===== config.mk =====
export PLATFORM = sky130hd
export DESIGN_NAME = card_data_clock_serial_tx
export DESIGN_NICKNAME = d
export VERILOG_FILES = /design/src/include/card_tx_pkg.sv /design/src/rtl/card_data_clock_serial_tx.sv /design/src/rtl/char_enc.sv /design/src/rtl/char_fifo.sv
export SDC_FILE = /design/constraint.sdc
export NUM_CORES = 1
export LEC_CHECK = 0
export BUFFER_PORTS_ARGS = -buffer_cell sky130_fd_sc_hd__buf_4
export CAP_MARGIN = 5
export CORE_MARGIN = 3
export CORE_UTILIZATION = 50
export CTS_CLUSTER_SIZE = 8
export DETAILED_ROUTE_END_ITERATION = 8
export PLACE_DENSITY = 0.67
export SYNTH_ARGS = -nofsm -noshare
export SYNTH_HDL_FRONTEND = slang
export SYNTH_SLANG_ARGS = --single-unit

===== constraint.sdc =====
create_clock -name clk_sys -period 5.67 [get_ports clk_sys]
set_input_delay 0.567 -clock clk_sys [delete_from_list [all_inputs] [get_ports clk_sys]]
set_output_delay 0.567 -clock clk_sys [all_outputs]
set_load 0.02 [all_outputs]

===== src/include/card_tx_pkg.sv =====
// Shared constants and types for the card data clock/data transmitter.
package card_tx_pkg;

  // ==========================================================================
  // Timebase
  // ==========================================================================
  localparam int CLK_MHZ           = 250;
  localparam int STROBE_DELAY_MS   = 12;
  localparam int STROBE_DELAY_CYC  = STROBE_DELAY_MS * 1000 * CLK_MHZ;
  localparam int BIT_PERIOD_US     = 320;
  localparam int BIT_PERIOD_CYC    = BIT_PERIOD_US * CLK_MHZ;
  localparam int DATA_SETUP_US     = 100;
  localparam int DATA_SETUP_CYC    = DATA_SETUP_US * CLK_MHZ;
  localparam int CLOCK_LOW_US      = 100;
  localparam int CLOCK_LOW_CYC     = CLOCK_LOW_US * CLK_MHZ;

  // ==========================================================================
  // Character and message layout
  // ==========================================================================
  localparam int         DIGIT_W        = 4;
  localparam int         CHAR_BITS      = 5;
  localparam int         FIFO_DEPTH     = 32;
  localparam logic [3:0] START_CHAR     = 4'h0_00B;
  localparam logic [3:0] END_CHAR       = 4'h0_00F;
  localparam logic [3:0] SEP_LOW        = 4'h0_000;
  localparam logic [3:0] SEP_HIGH       = 4'h0_001;
  localparam logic [31:0] LAYOUT1_CONST = 32'h1A21_0001;
  localparam logic [31:0] FAC4_MAX      = 32'h0000_9999;
  localparam logic [23:0] USER5_MAX     = 24'h09_9999;
  localparam logic [4:0] LAST_IDX_SEP   = 5'h0_01C;
  localparam logic [4:0] LAST_IDX_ZERO  = 5'h0_01D;
  localparam logic [4:0] LAST_IDX_SHORT = 5'h0_00B;

  typedef enum logic [1:0] {
    LAYOUT_CONST_SEP,
    LAYOUT_ZERO_CONST,
    LAYOUT_SHORT
  } layout_e;

  // Facility: eight BCD digits, user: six BCD digits, most significant high.
  typedef struct packed {
    logic [31:0] facility;
    logic [23:0] user;
  } ident_s;

  typedef struct packed {
    logic       last;
    logic [4:0] bits;
  } char_word_s;

  typedef struct packed {
    logic dataO;
    logic dataOe;
    logic clkO;
    logic clkOe;
    logic strobeO;
    logic strobeOe;
  } pins_s;

endpackage


===== src/rtl/card_data_clock_serial_tx.sv =====
// Identification record transmitter on an open-drain clock/data/strobe link.
// What this block does
// - Data, clock and strobe are open-drain: pulled low when asserted, else released.
// - All three lines are active low, so a data one, an active clock and an asserted strobe are low.
// - Each data bit is set up before and stays valid across the falling clock edge.
// - With the strobe enabled, the first data bit follows strobe assertion by 12 ms.
// - Every bit takes one clock period of 320 us.
// - The strobe stays asserted 12 ms after the last data bit before release.
// - Each character is a BCD digit sent low bit first, then its odd parity bit.
// - Messages begin with start character B and end with end character F.
// - The check character is the XOR of all characters from start through end.
// - The constant-and-separator layout pads, sends B, 1A210001, four facility digits, 0, 1, six user digits, F, check and pads.
// - That layout saturates facility at 9999 and passes user through unchanged, up to 999999.
// - The zero-constant layout pads, sends B, seven zeros, eight facility digits, six user digits, F, check and pads.
// - That layout takes facility up to 99999999 and user up to 999999.
// - The short layout sends B, four low user digits, the fifth user digit, four facility digits, F and check, unpadded.
`timescale 1ns/1ps
module card_data_clock_serial_tx
  import card_tx_pkg::*;
#(
  parameter int STROBE_CYC = card_tx_pkg::STROBE_DELAY_CYC,
  parameter int PERIOD_CYC = card_tx_pkg::BIT_PERIOD_CYC,
  parameter int SETUP_CYC  = card_tx_pkg::DATA_SETUP_CYC,
  parameter int LOW_CYC    = card_tx_pkg::CLOCK_LOW_CYC
) (
  input  wire logic                 clk_sys,
  input  wire logic                 rst_n,
  input  wire card_tx_pkg::layout_e layout,
  input  wire logic                 strobeEnable,
  input  wire logic                 reqValid,
  input  wire card_tx_pkg::ident_s  reqIdent,
  output logic                      reqReady,
  output logic                      busy,
  output card_tx_pkg::pins_s        linePins
);
  import card_tx_pkg::*;

  localparam logic [31:0] STROBE_T = 32'(STROBE_CYC - 1);
  localparam logic [31:0] SETUP_T  = 32'(SETUP_CYC - 1);
  localparam logic [31:0] LOW_T    = 32'(LOW_CYC - 1);
  localparam logic [31:0] HIGH_T   = 32'(PERIOD_CYC - SETUP_CYC - LOW_CYC - 1);

  // ==========================================================================
  // Reset release
  // ==========================================================================
  logic rstMeta_n;
  logic rstSync_n;

  always_ff @(posedge clk_sys or negedge rst_n)
  begin
    if (!rst_n)
    begin
      rstMeta_n <= 1'b0;
      rstSync_n <= 1'b0;
    end
    else
    begin
      rstMeta_n <= 1'b1;
      rstSync_n <= rstMeta_n;
    end
  end

  // ==========================================================================
  // Message composer
  // ==========================================================================
  typedef enum logic {C_IDLE, C_RUN} comp_state_e;

  comp_state_e cState;
  comp_state_e next_cState;
  logic [4:0]  idx;
  logic [4:0]  next_idx;
  logic [31:0] fac;
  logic [31:0] next_fac;
  logic [23:0] user;
  logic [23:0] next_user;
  layout_e     lay;
  layout_e     next_lay;
  logic [3:0]  chk;
  logic [3:0]  next_chk;
  logic        next_reqReady;
  logic [3:0]  nib;
  logic        isPad;
  logic        isCheck;
  logic        isLast;
  logic [4:0]  encBits;
  logic        pushValid;
  logic        pushReady;
  char_word_s  pushWord;
  logic        popValid;
  logic        popReady;
  char_word_s  popWord;

  function automatic logic [3:0] digitOf(logic [31:0] v, logic [4:0] k);
    return v[k[2:0]*4 +: 4];
  endfunction

  // Character at the current position, most significant digit first except the fifth user digit, sent after the low four in the short layout.
  always_comb
  begin
    nib     = 4'h0_000;
    isPad   = 1'b0;
    isCheck = 1'b0;
    isLast  = 1'b0;
    case (lay)
      LAYOUT_CONST_SEP:
      begin
        isLast = idx == LAST_IDX_SEP;
        if (idx < 5'd3 || idx > 5'd25)
          isPad = 1'b1;
        else if (idx == 5'd3)
          nib = START_CHAR;
        else if (idx <= 5'd11)
          nib = digitOf(LAYOUT1_CONST, 5'(5'd11 - idx));
        else if (idx <= 5'd15)
          nib = digitOf(fac, 5'(5'd15 - idx));
        else if (idx == 5'd16)
          nib = SEP_LOW;
        else if (idx == 5'd17)
          nib = SEP_HIGH;
        else if (idx <= 5'd23)
          nib = digitOf({8'h00, user}, 5'(5'd23 - idx));
        else if (idx == 5'd24)
          nib = END_CHAR;
        else
          isCheck = 1'b1;
      end
      LAYOUT_ZERO_CONST:
      begin
        isLast = idx == LAST_IDX_ZERO;
        if (idx < 5'd3 || idx > 5'd26)
          isPad = 1'b1;
        else if (idx == 5'd3)
          nib = START_CHAR;
        else if (idx <= 5'd10)
          nib = 4'h0_000;
        else if (idx <= 5'd18)
          nib = digitOf(fac, 5'(5'd18 - idx));
        else if (idx <= 5'd24)
          nib = digitOf({8'h00, user}, 5'(5'd24 - idx));
        else if (idx == 5'd25)
          nib = END_CHAR;
        else
          isCheck = 1'b1;
      end
      default:
      begin
        isLast = idx == LAST_IDX_SHORT;
        if (idx == 5'd0)
          nib = START_CHAR;
        else if (idx <= 5'd4)
          nib = digitOf({8'h00, user}, 5'(5'd4 - idx));
        else if (idx == 5'd5)
          nib = digitOf({8'h00, user}, 5'd4);
        else if (idx <= 5'd9)
          nib = digitOf(fac, 5'(5'd9 - idx));
        else if (idx == 5'd10)
          nib = END_CHAR;
        else
          isCheck = 1'b1;
      end
    endcase
  end

  char_enc #(.DIGIT_W(DIGIT_W)) u_enc (
    .digit    (isCheck ? chk : nib),
    .charBits (encBits)
  );

  assign pushValid     = cState == C_RUN;
  assign pushWord.last = isLast;
  assign pushWord.bits = isPad ? 5'h0_000 : encBits;

  always_comb
  begin
    next_cState   = cState;
    next_idx      = idx;
    next_fac      = fac;
    next_user     = user;
    next_lay      = lay;
    next_chk      = chk;
    case (cState)
      C_IDLE:
      begin
        // Nothing is taken while the handshake shows the composer busy.
        if (reqValid && reqReady)
        begin
          next_cState = C_RUN;
          next_idx    = 5'h0_000;
          next_chk    = 4'h0_000;
          next_lay    = layout;
          next_fac    = reqIdent.facility;
          next_user   = reqIdent.user;
          if (layout != LAYOUT_ZERO_CONST && reqIdent.facility > FAC4_MAX)
            next_fac = FAC4_MAX;
          if (layout == LAYOUT_SHORT && reqIdent.user > USER5_MAX)
            next_user = USER5_MAX;
        end
      end
      C_RUN:
      begin
        if (pushReady)
        begin
          next_idx = idx + 5'd1;
          if (!isPad && !isCheck)
            next_chk = chk ^ nib;
          if (isLast)
            next_cState = C_IDLE;
        end
      end
      default: next_cState = C_IDLE;
    endcase
    next_reqReady = next_cState == C_IDLE;
  end

  always_ff @(posedge clk_sys or negedge rstSync_n)
  begin
    if (!rstSync_n)
    begin
      cState   <= C_IDLE;
      idx      <= '0;
      fac      <= '0;
      user     <= '0;
      lay      <= LAYOUT_CONST_SEP;
      chk      <= '0;
      reqReady <= 1'b0;
    end
    else
    begin
      cState   <= next_cState;
      idx      <= next_idx;
      fac      <= next_fac;
      user     <= next_user;
      lay      <= next_lay;
      chk      <= next_chk;
      reqReady <= next_reqReady;
    end
  end

  // ==========================================================================
  // Character buffer
  // ==========================================================================
  // The composer outruns the line by far; it stalls here when the buffer fills.
  char_fifo #(.W($bits(char_word_s)), .DEPTH(FIFO_DEPTH)) u_fifo (
    .clk_sys   (clk_sys),
    .rstSync_n (rstSync_n),
    .inValid   (pushValid),
    .inReady   (pushReady),
    .inData    (pushWord),
    .outValid  (popValid),
    .outReady  (popReady),
    .outData   (popWord)
  );

  // ==========================================================================
  // Line serializer
  // ==========================================================================
  typedef enum logic [2:0] {
    S_IDLE, S_LEAD, S_SETUP, S_LOW, S_HIGH, S_TAIL
  } ser_state_e;

  ser_state_e sState;
  ser_state_e next_sState;
  logic [31:0] timer;
  logic [31:0] next_timer;
  logic [4:0]  shreg;
  logic [4:0]  next_shreg;
  logic [2:0]  bitCnt;
  logic [2:0]  next_bitCnt;
  logic        lastWord;
  logic        next_lastWord;
  logic        useStrobe;
  logic        next_useStrobe;
  pins_s       next_pins;
  logic        next_busy;
  logic        wordDone;

  assign wordDone = bitCnt == 3'd4;
  assign popReady = (sState == S_IDLE) ||
                    (sState == S_HIGH && timer == '0 && wordDone && !lastWord);

  always_comb
  begin
    next_sState    = sState;
    next_timer     = (timer != '0) ? timer - 32'd1 : timer;
    next_shreg     = shreg;
    next_bitCnt    = bitCnt;
    next_lastWord  = lastWord;
    next_useStrobe = useStrobe;
    next_pins      = linePins;
    next_pins.dataO   = 1'b0;
    next_pins.clkO    = 1'b0;
    next_pins.strobeO = 1'b0;
    case (sState)
      S_IDLE:
      begin
        if (popValid)
        begin
          next_shreg     = popWord.bits;
          next_lastWord  = popWord.last;
          next_bitCnt    = 3'd0;
          next_useStrobe = strobeEnable;
          if (strobeEnable)
          begin
            next_sState        = S_LEAD;
            next_timer         = STROBE_T;
            next_pins.strobeOe = 1'b1;
          end
          else
          begin
            next_sState      = S_SETUP;
            next_timer       = SETUP_T;
            next_pins.dataOe = popWord.bits[0];
          end
        end
      end
      S_LEAD:
      begin
        if (timer == '0)
        begin
          next_sState      = S_SETUP;
          next_timer       = SETUP_T;
          next_pins.dataOe = shreg[0];
        end
      end
      S_SETUP:
      begin
        if (timer == '0)
        begin
          next_sState     = S_LOW;
          next_timer      = LOW_T;
          next_pins.clkOe = 1'b1;
        end
      end
      S_LOW:
      begin
        if (timer == '0)
        begin
          next_sState     = S_HIGH;
          next_timer      = HIGH_T;
          next_pins.clkOe = 1'b0;
        end
      end
      S_HIGH:
      begin
        if (timer == '0)
        begin
          if (!wordDone)
          begin
            next_sState      = S_SETUP;
            next_timer       = SETUP_T;
            next_bitCnt      = bitCnt + 3'd1;
            next_shreg       = {1'b0, shreg[4:1]};
            next_pins.dataOe = shreg[1];
          end
          else if (lastWord)
          begin
            next_pins.dataOe = 1'b0;
            next_sState      = useStrobe ? S_TAIL : S_IDLE;
            next_timer       = STROBE_T;
          end
          else if (popValid)
          begin
            next_sState      = S_SETUP;
            next_timer       = SETUP_T;
            next_bitCnt      = 3'd0;
            next_shreg       = popWord.bits;
            next_lastWord    = popWord.last;
            next_pins.dataOe = popWord.bits[0];
          end
        end
      end
      S_TAIL:
      begin
        if (timer == '0)
        begin
          next_sState        = S_IDLE;
          next_pins.strobeOe = 1'b0;
        end
      end
      default: next_sState = S_IDLE;
    endcase
    next_busy = next_sState != S_IDLE || next_cState != C_IDLE || popValid;
  end

  always_ff @(posedge clk_sys or negedge rstSync_n)
  begin
    if (!rstSync_n)
    begin
      sState    <= S_IDLE;
      timer     <= '0;
      shreg     <= '0;
      bitCnt    <= '0;
      lastWord  <= 1'b0;
      useStrobe <= 1'b0;
      linePins  <= '0;
      busy      <= 1'b0;
    end
    else
    begin
      sState    <= next_sState;
      timer     <= next_timer;
      shreg     <= next_shreg;
      bitCnt    <= next_bitCnt;
      lastWord  <= next_lastWord;
      useStrobe <= next_useStrobe;
      linePins  <= next_pins;
      busy      <= next_busy;
    end
  end

  logic [31:0] sinceStrobe;
  logic [31:0] sinceClk;

  always_ff @(posedge clk_sys or negedge rstSync_n)
  begin
    if (!rstSync_n)
    begin
      sinceStrobe <= '0;
      sinceClk    <= '0;
    end
    else
    begin
      sinceStrobe <= (next_pins.strobeOe && !linePins.strobeOe) ?
                     32'd0 : sinceStrobe + 32'd1;
      sinceClk    <= (next_pins.clkOe && !linePins.clkOe) ?
                     32'd0 : sinceClk + 32'd1;
    end
  end
endmodule // card_data_clock_serial_tx


===== src/rtl/char_enc.sv =====
// BCD digit to five-bit character with odd parity.
`timescale 1ns/1ps
module char_enc #(
  parameter int DIGIT_W = 4
) (
  input  wire logic [DIGIT_W-1:0] digit,
  output logic      [DIGIT_W:0]   charBits
);
  // Bit 0 goes out first; the parity bit last makes the count of ones odd.
  assign charBits = {~^digit, digit};
endmodule // char_enc


===== src/rtl/char_fifo.sv =====
// Synchronous FIFO with valid/ready on both sides.
`timescale 1ns/1ps
module char_fifo #(
  parameter int W     = 6,
  parameter int DEPTH = 32
) (
  input  wire logic         clk_sys,
  input  wire logic         rstSync_n,
  input  wire logic         inValid,
  output logic              inReady,
  input  wire logic [W-1:0] inData,
  output logic              outValid,
  input  wire logic         outReady,
  output logic      [W-1:0] outData
);
  localparam int AW = $clog2(DEPTH);

  logic [W-1:0] mem [DEPTH];
  logic [AW:0]  wrPtr;
  logic [AW:0]  rdPtr;
  logic [AW:0]  next_wrPtr;
  logic [AW:0]  next_rdPtr;
  logic         doWrite;

  assign inReady  = (wrPtr - rdPtr) != (AW+1)'(DEPTH);
  assign outValid = wrPtr != rdPtr;
  assign outData  = mem[rdPtr[AW-1:0]];
  assign doWrite  = inValid && inReady;

  always_comb
  begin
    next_wrPtr = wrPtr + (AW+1)'(doWrite);
    next_rdPtr = rdPtr + (AW+1)'(outValid && outReady);
  end

  always_ff @(posedge clk_sys or negedge rstSync_n)
  begin
    if (!rstSync_n)
    begin
      wrPtr <= '0;
      rdPtr <= '0;
    end
    else
    begin
      wrPtr <= next_wrPtr;
      rdPtr <= next_rdPtr;
    end
  end

  // Storage has no reset; only words behind the write pointer are read.
  always_ff @(posedge clk_sys)
  begin
    if (doWrite)
      mem[wrPtr[AW-1:0]] <= inData;
  end
endmodule // char_fifo


---- Word level (Yosys, flattened, before mapping) ----
Memories as Yosys holds them, arrays and structs flattened.
Index checks and enable logic that the tools add are counted.
operators by class
  add/sub/neg operators ................... 13
  magnitude comparators ................... 13
  eq/ne operators ......................... 35
  shifts and indexed selects .............. 7
  muxes and demuxes ....................... 113
  bitwise logic cells ..................... 3
  reductions and logical operators ........ 38
operator list
  kind                     number
  $mux 32                  9
  $shiftx 32x6->4          6
  $pmux 32 s4              1
  $mux 4                   23
  $mux 1                   42
  $mux 3                   14
  $mux 5                   7
  $gt 32x16->1 const B     1
  $logic_not 32->1         1
  $reduce_bool 32->1       1
  $shiftx 32x6->4 const A  1
  $sub 32x1->32 const B    1
  $eq 5x5->1 const B       6
  $gt 24x20->1 const B     1
  $mux 24                  1
  $mux 22                  1
  $le 5x4->1 const B       4
  $pmux 5 s2               2
  $ne 2x2->1 const B       9
  $pmux 3 s6               1
  $pmux 4 s2               2
  $le 5x5->1 const B       3
  $pmux 1 s2               7
  $add 6x1->6              2
  41 further kinds         76
word-level totals
  register bits ........................... 132
  bits in writable memories ............... 192
  input port bits ......................... 62
  output and inout bits ................... 8
  logic and storage cells ................. 244
  memories kept ........................... 1
memories
  memory      words  bits a word  rd ports  clocked after Yosys merged registers in  write ports  RTL line         text
  u_fifo.mem  32     6            1         0                                        1            char_fifo.sv:18  logic [W-1:0] mem [DEPTH];

---- Logic depth before layout (Yosys ltp) ----
  depth in word-level cells ............... 15
  gate-level depth with buffers ........... 16
  gate-level depth less buffers ........... 13

---- Cells and area by module ----
Synthesis repeated with hierarchy kept, for this count alone.
unflattened totals
  cells, all modules ...................... 1301
  area total of the unflattened synthesis .. 16353.2 um^2
by module, submodules not included
  module                     instances  cells each  area each (um^2)  sequential area each (um^2)
  char_fifo                  1          475         8359.3            6065.8
  card_data_clock_serial_tx  1          819         7937.6            3002.9
  char_enc                   1          7           56.3              0.0

---- Worst setup path after synthesis ----
Ideal clock, no wire load.
  path type ............................... flip-flop to flip-flop
  start point ............................. register idx[1]
  end point ............................... memory u_fifo.mem[0][4], data pin
  library setup time ...................... 0.351 ns
  arrival time ............................ 4.960 ns
  data required time ...................... 5.319 ns
  path slack .............................. 0.359 ns
  stages on the path, launching flop included .. 15
  buffers on the path ..................... 3
  period minus slack after synthesis ...... 5.311 ns
  cells stage by stage .................... dfrtp_1 clkbuf_1 clkbuf_1 inv_1 ha_1 clkbuf_1 mux4_2 and3_1 a2111o_1 a32o_1 o211ai_1 a21o_1 nand2_1 xor3_1 nor2_1
RTL lines
  what                      RTL line                          text
  start: declaration        card_data_clock_serial_tx.sv:70   logic [4:0] idx;
  start signal: assignment  card_data_clock_serial_tx.sv:230  idx <= next_idx;
  end: declaration          char_fifo.sv:18

==> reports/metrics.csv <==
metric,value,unit
status,completed,
timing.final.crit_share,74.9,%
p_seq_share,40.4,%
area_delta_synth_final,14.2,%
multiInputGateArea,6500,um^2
p_switching,3.41,mW
start_util,51.4,%
ys_warn_count,0,
grt_max_degree,74,
placed_cell_area,16800,um^2
final_antenna_net_count,0,
use_met3,4.66,%
diodes,0,
port_buffers,66,
grt-ovfl-total,0,
finalInstanceArea,18200,um^2
final_util,58.7,%
synth_compound_area_share,11.0,%
gr-usage-met2,35.9,%
routed_wl,38.1,mm
tightest_slew,1080,ps
p_leak,6.69,nW
cp_cell_sequence,"buf_4, ha_1, o21bai_1, o32ai_1, o21ai_0, a311oi_1, a211oi_1, o211a_1, nand2_1, buf_4, xor3_1, nor2_2, buf_4",
final_common_cell,edfxtp_1,
drt_iter0_drc,1182,
cts_setup_buffers,0,
final_nets,1343,
clkPwrFrac,25.6,%
synth_seq_area_share,56.9,%
netlist_area,15900,um^2
p_int,6.48,mW
syn_avg_cell_area,13.4,um^2
antenna_found_initial,0,
rsz0062_at_grt,no,
path_class,flop to flop,
core_area,31000,um^2
hold_viol_final,0,
critical_path.max_stage_delay,570,ps
synth.area.top_cells,"edfxtp_1 36%, dfrtp_1 21%, mux4_2 13%, nor2_1 2.2%, nand2_1 2.1%",
wl_per_cell,22.6,um
grt_pass1_wl,61.0,mm
cts_buffers,46,
synth_mux_area_share,14.6,%
drcViolationCount,0,
drv_slew,0,
register_area,9080,um^2
async_flop_share,40.7,%
worstPathMaxFanout,51,
clk_path_buf_depth,3,
total_power,9.89,mW
vias_per_cell,6.32,
skew,22.9,ps
ir_drop,499,uV
yosysTopAreaCell,edfxtp_1,
grt_use_met1,33.8,%
die_w,185,um
cts_num_sinks,324,
hpwlAfterDp,25.4,mm
grt_pass1_vias,10700,
max_freq,235,MHz
routabilityCongestion,0.950,
rows,64,
grtUsageTotal,22.9,%
path_common_cell,buf_4,
h-tree-depth,2,
critical_path_buf_inv_count,3,
yosysTopAreaCellShare,36.2,%
synth_top_family_by_area,multiplexers,
pwr-share-comb,34.0,%
layout_common_cells,"192 x edfxtp_1, 128 x dfrtp_1, 92 x nor2_1, 92 x mux4_2, 90 x nand2_1",
hold_class,flop to asynchronous set/reset pin,
drive_above_1_share,21.1,%
end_kind,flop,
cts_tree,yes,
cp-start-kind,flop,
clkTransAtPathRegs,50,ps
p_per_area,544,nW/um^2
period_needed,4250,ps
required,6000,ps
synthXorXnorAreaFrac,2.51,%
finalSetupViolations,0,
netlist_instances,1188,
cap_violations,0,
ios,70,
synthFlopType,edfxtp_1,
synth_cell_types,84,
gr-max-usage-layer,met2,
n_fill_cell,2421,
dieArea,34000,um^2
synth_seq_cells,324,
insertion_delay,550,ps
firstDrtPassIters,5,
crit_slowest_cell,buf_4,
synth-simple-area-share,10.7,%
cpLargestDelayFamily,compound AO/OA/AOI/OAI gates,
final.setup.tns,0,ps
sw_frac_of_total,34.5,%
num_vias,10600,
clock-root-buffer,clkbuf_16,
slew_headroom,26.0,%
synth_edf_count,192,
die_y,185,um
arrival,4580,ps
synthAdderAreaFrac,1.73,%
==> timing repair <==
action | CTS | global route
hold buffers | 1 | 0
gates resized for setup | 0 | 0
hold endpoints to repair | 2 | 0
==> stage by stage <==
step	setup WS (ps)	instances	hold WS [ps]
after floorplan	359	1190	271
after global placement	1550	1601	130
after detailed placement	1460	1602	131
after CTS	1430	1680	133
after global routing	1080	1684	141
final	1420	1684	124
==> logic make-up (layout without fill, tap and decap cells) <==
family | Yosys count | count (layout)
DFF | 324 | 324
and+or+nand+nor | 342 | 342
buffers and inverters | 98 | 196
adders and majority gates | 22 | 22
muxes | 117 | 117
other | 2 | 4
xor gates and xnor gates | 44 | 44
AOI/OAI and AO/OA | 239 | 239
==> layout make-up <==
class,instances,share of cell area [%]
Sequential cell,324,49.9
Multi-Input combinational cell,768,35.7
Clock buffer,75,7.10
Timing Repair Buffer,92,3.74
Tap cell,396,2.72
Inverter,27,0.557
Clock inverter,2,0.275
==> worst paths after layout <==
kind / endpoint / slack [ps] / cells after the start / startpoint
setup / recovery: u_fifo.mem[21][4] / 1420 / 13 / idx[0]
hold / removal: fac[0] / 120 / 0 / rstSync_n
setup reg to reg: u_fifo.mem[21][4] / 1420 / 13 / idx[0]
hold reg to reg: fac[0] / 120 / 0 / rstSync_n
max in group asynchronous: u_fifo.rdPtr[0] / 4290 / 1 / rstSync_n
min in group clk_sys: fac[25] / 250 / 2 / reqIdent[49]
==> power groups by stage <==
stage | logic (mW) | clock network (mW) | registers [mW]
5_1_grt | 3.67 | 2.69 | 4.05
6_report | 3.36 | 2.53 | 4.00
3_5_place_dp | 3.33 | 0 | 4.03
3_3_place_gp | 3.29 | 0 | 4.03
4_1_cts | 3.34 | 2.58 | 3.99
2_1_floorplan | 2.35 | 0 | 3.87
==> cell usage after synthesis (6+ instances only) <==
master / instances
mux2i_1: 18
dfrtp_1: 132
nor2_1: 93
o21ai_0: 48
or3_1: 6
nand2_1: 90
buf_2: 7
o22a_1: 18
clkbuf_1: 47
buf_1: 12
a311oi_1: 7
nor3_1: 23
xnor2_1: 22
nand4_1: 6
a22o_1: 38
ha_1: 22
nand3_1: 28
nand2b_1: 17
and2_1: 9
mux4_2: 92
a31oi_1: 11
nor2b_1: 10
xor2_1: 21
or2_2: 6
mux2_2: 7
o211ai_1: 8
a21o_1: 6
a21oi_1: 32
edfxtp_1: 192
o31ai_1: 6
inv_1: 25
nor4_1: 25
==> flip-flops by register name (all words and copies together) (netlist names), 5 cells and up <==
signal,count
u_fifo.mem,192
fac,32
timer,32
user,24
u_fifo.rdPtr,6
u_fifo.wrPtr,6
idx,5
shreg,5
==> layer usage <==
layer  wire length (um)  vias to the layer above
li1                   -                     4783
met1              16700                     5360
met2              17900                      429
met3               2830                       71
met4                725                        0
met5                  0                        -
Power figures use the tool's default switching activity.
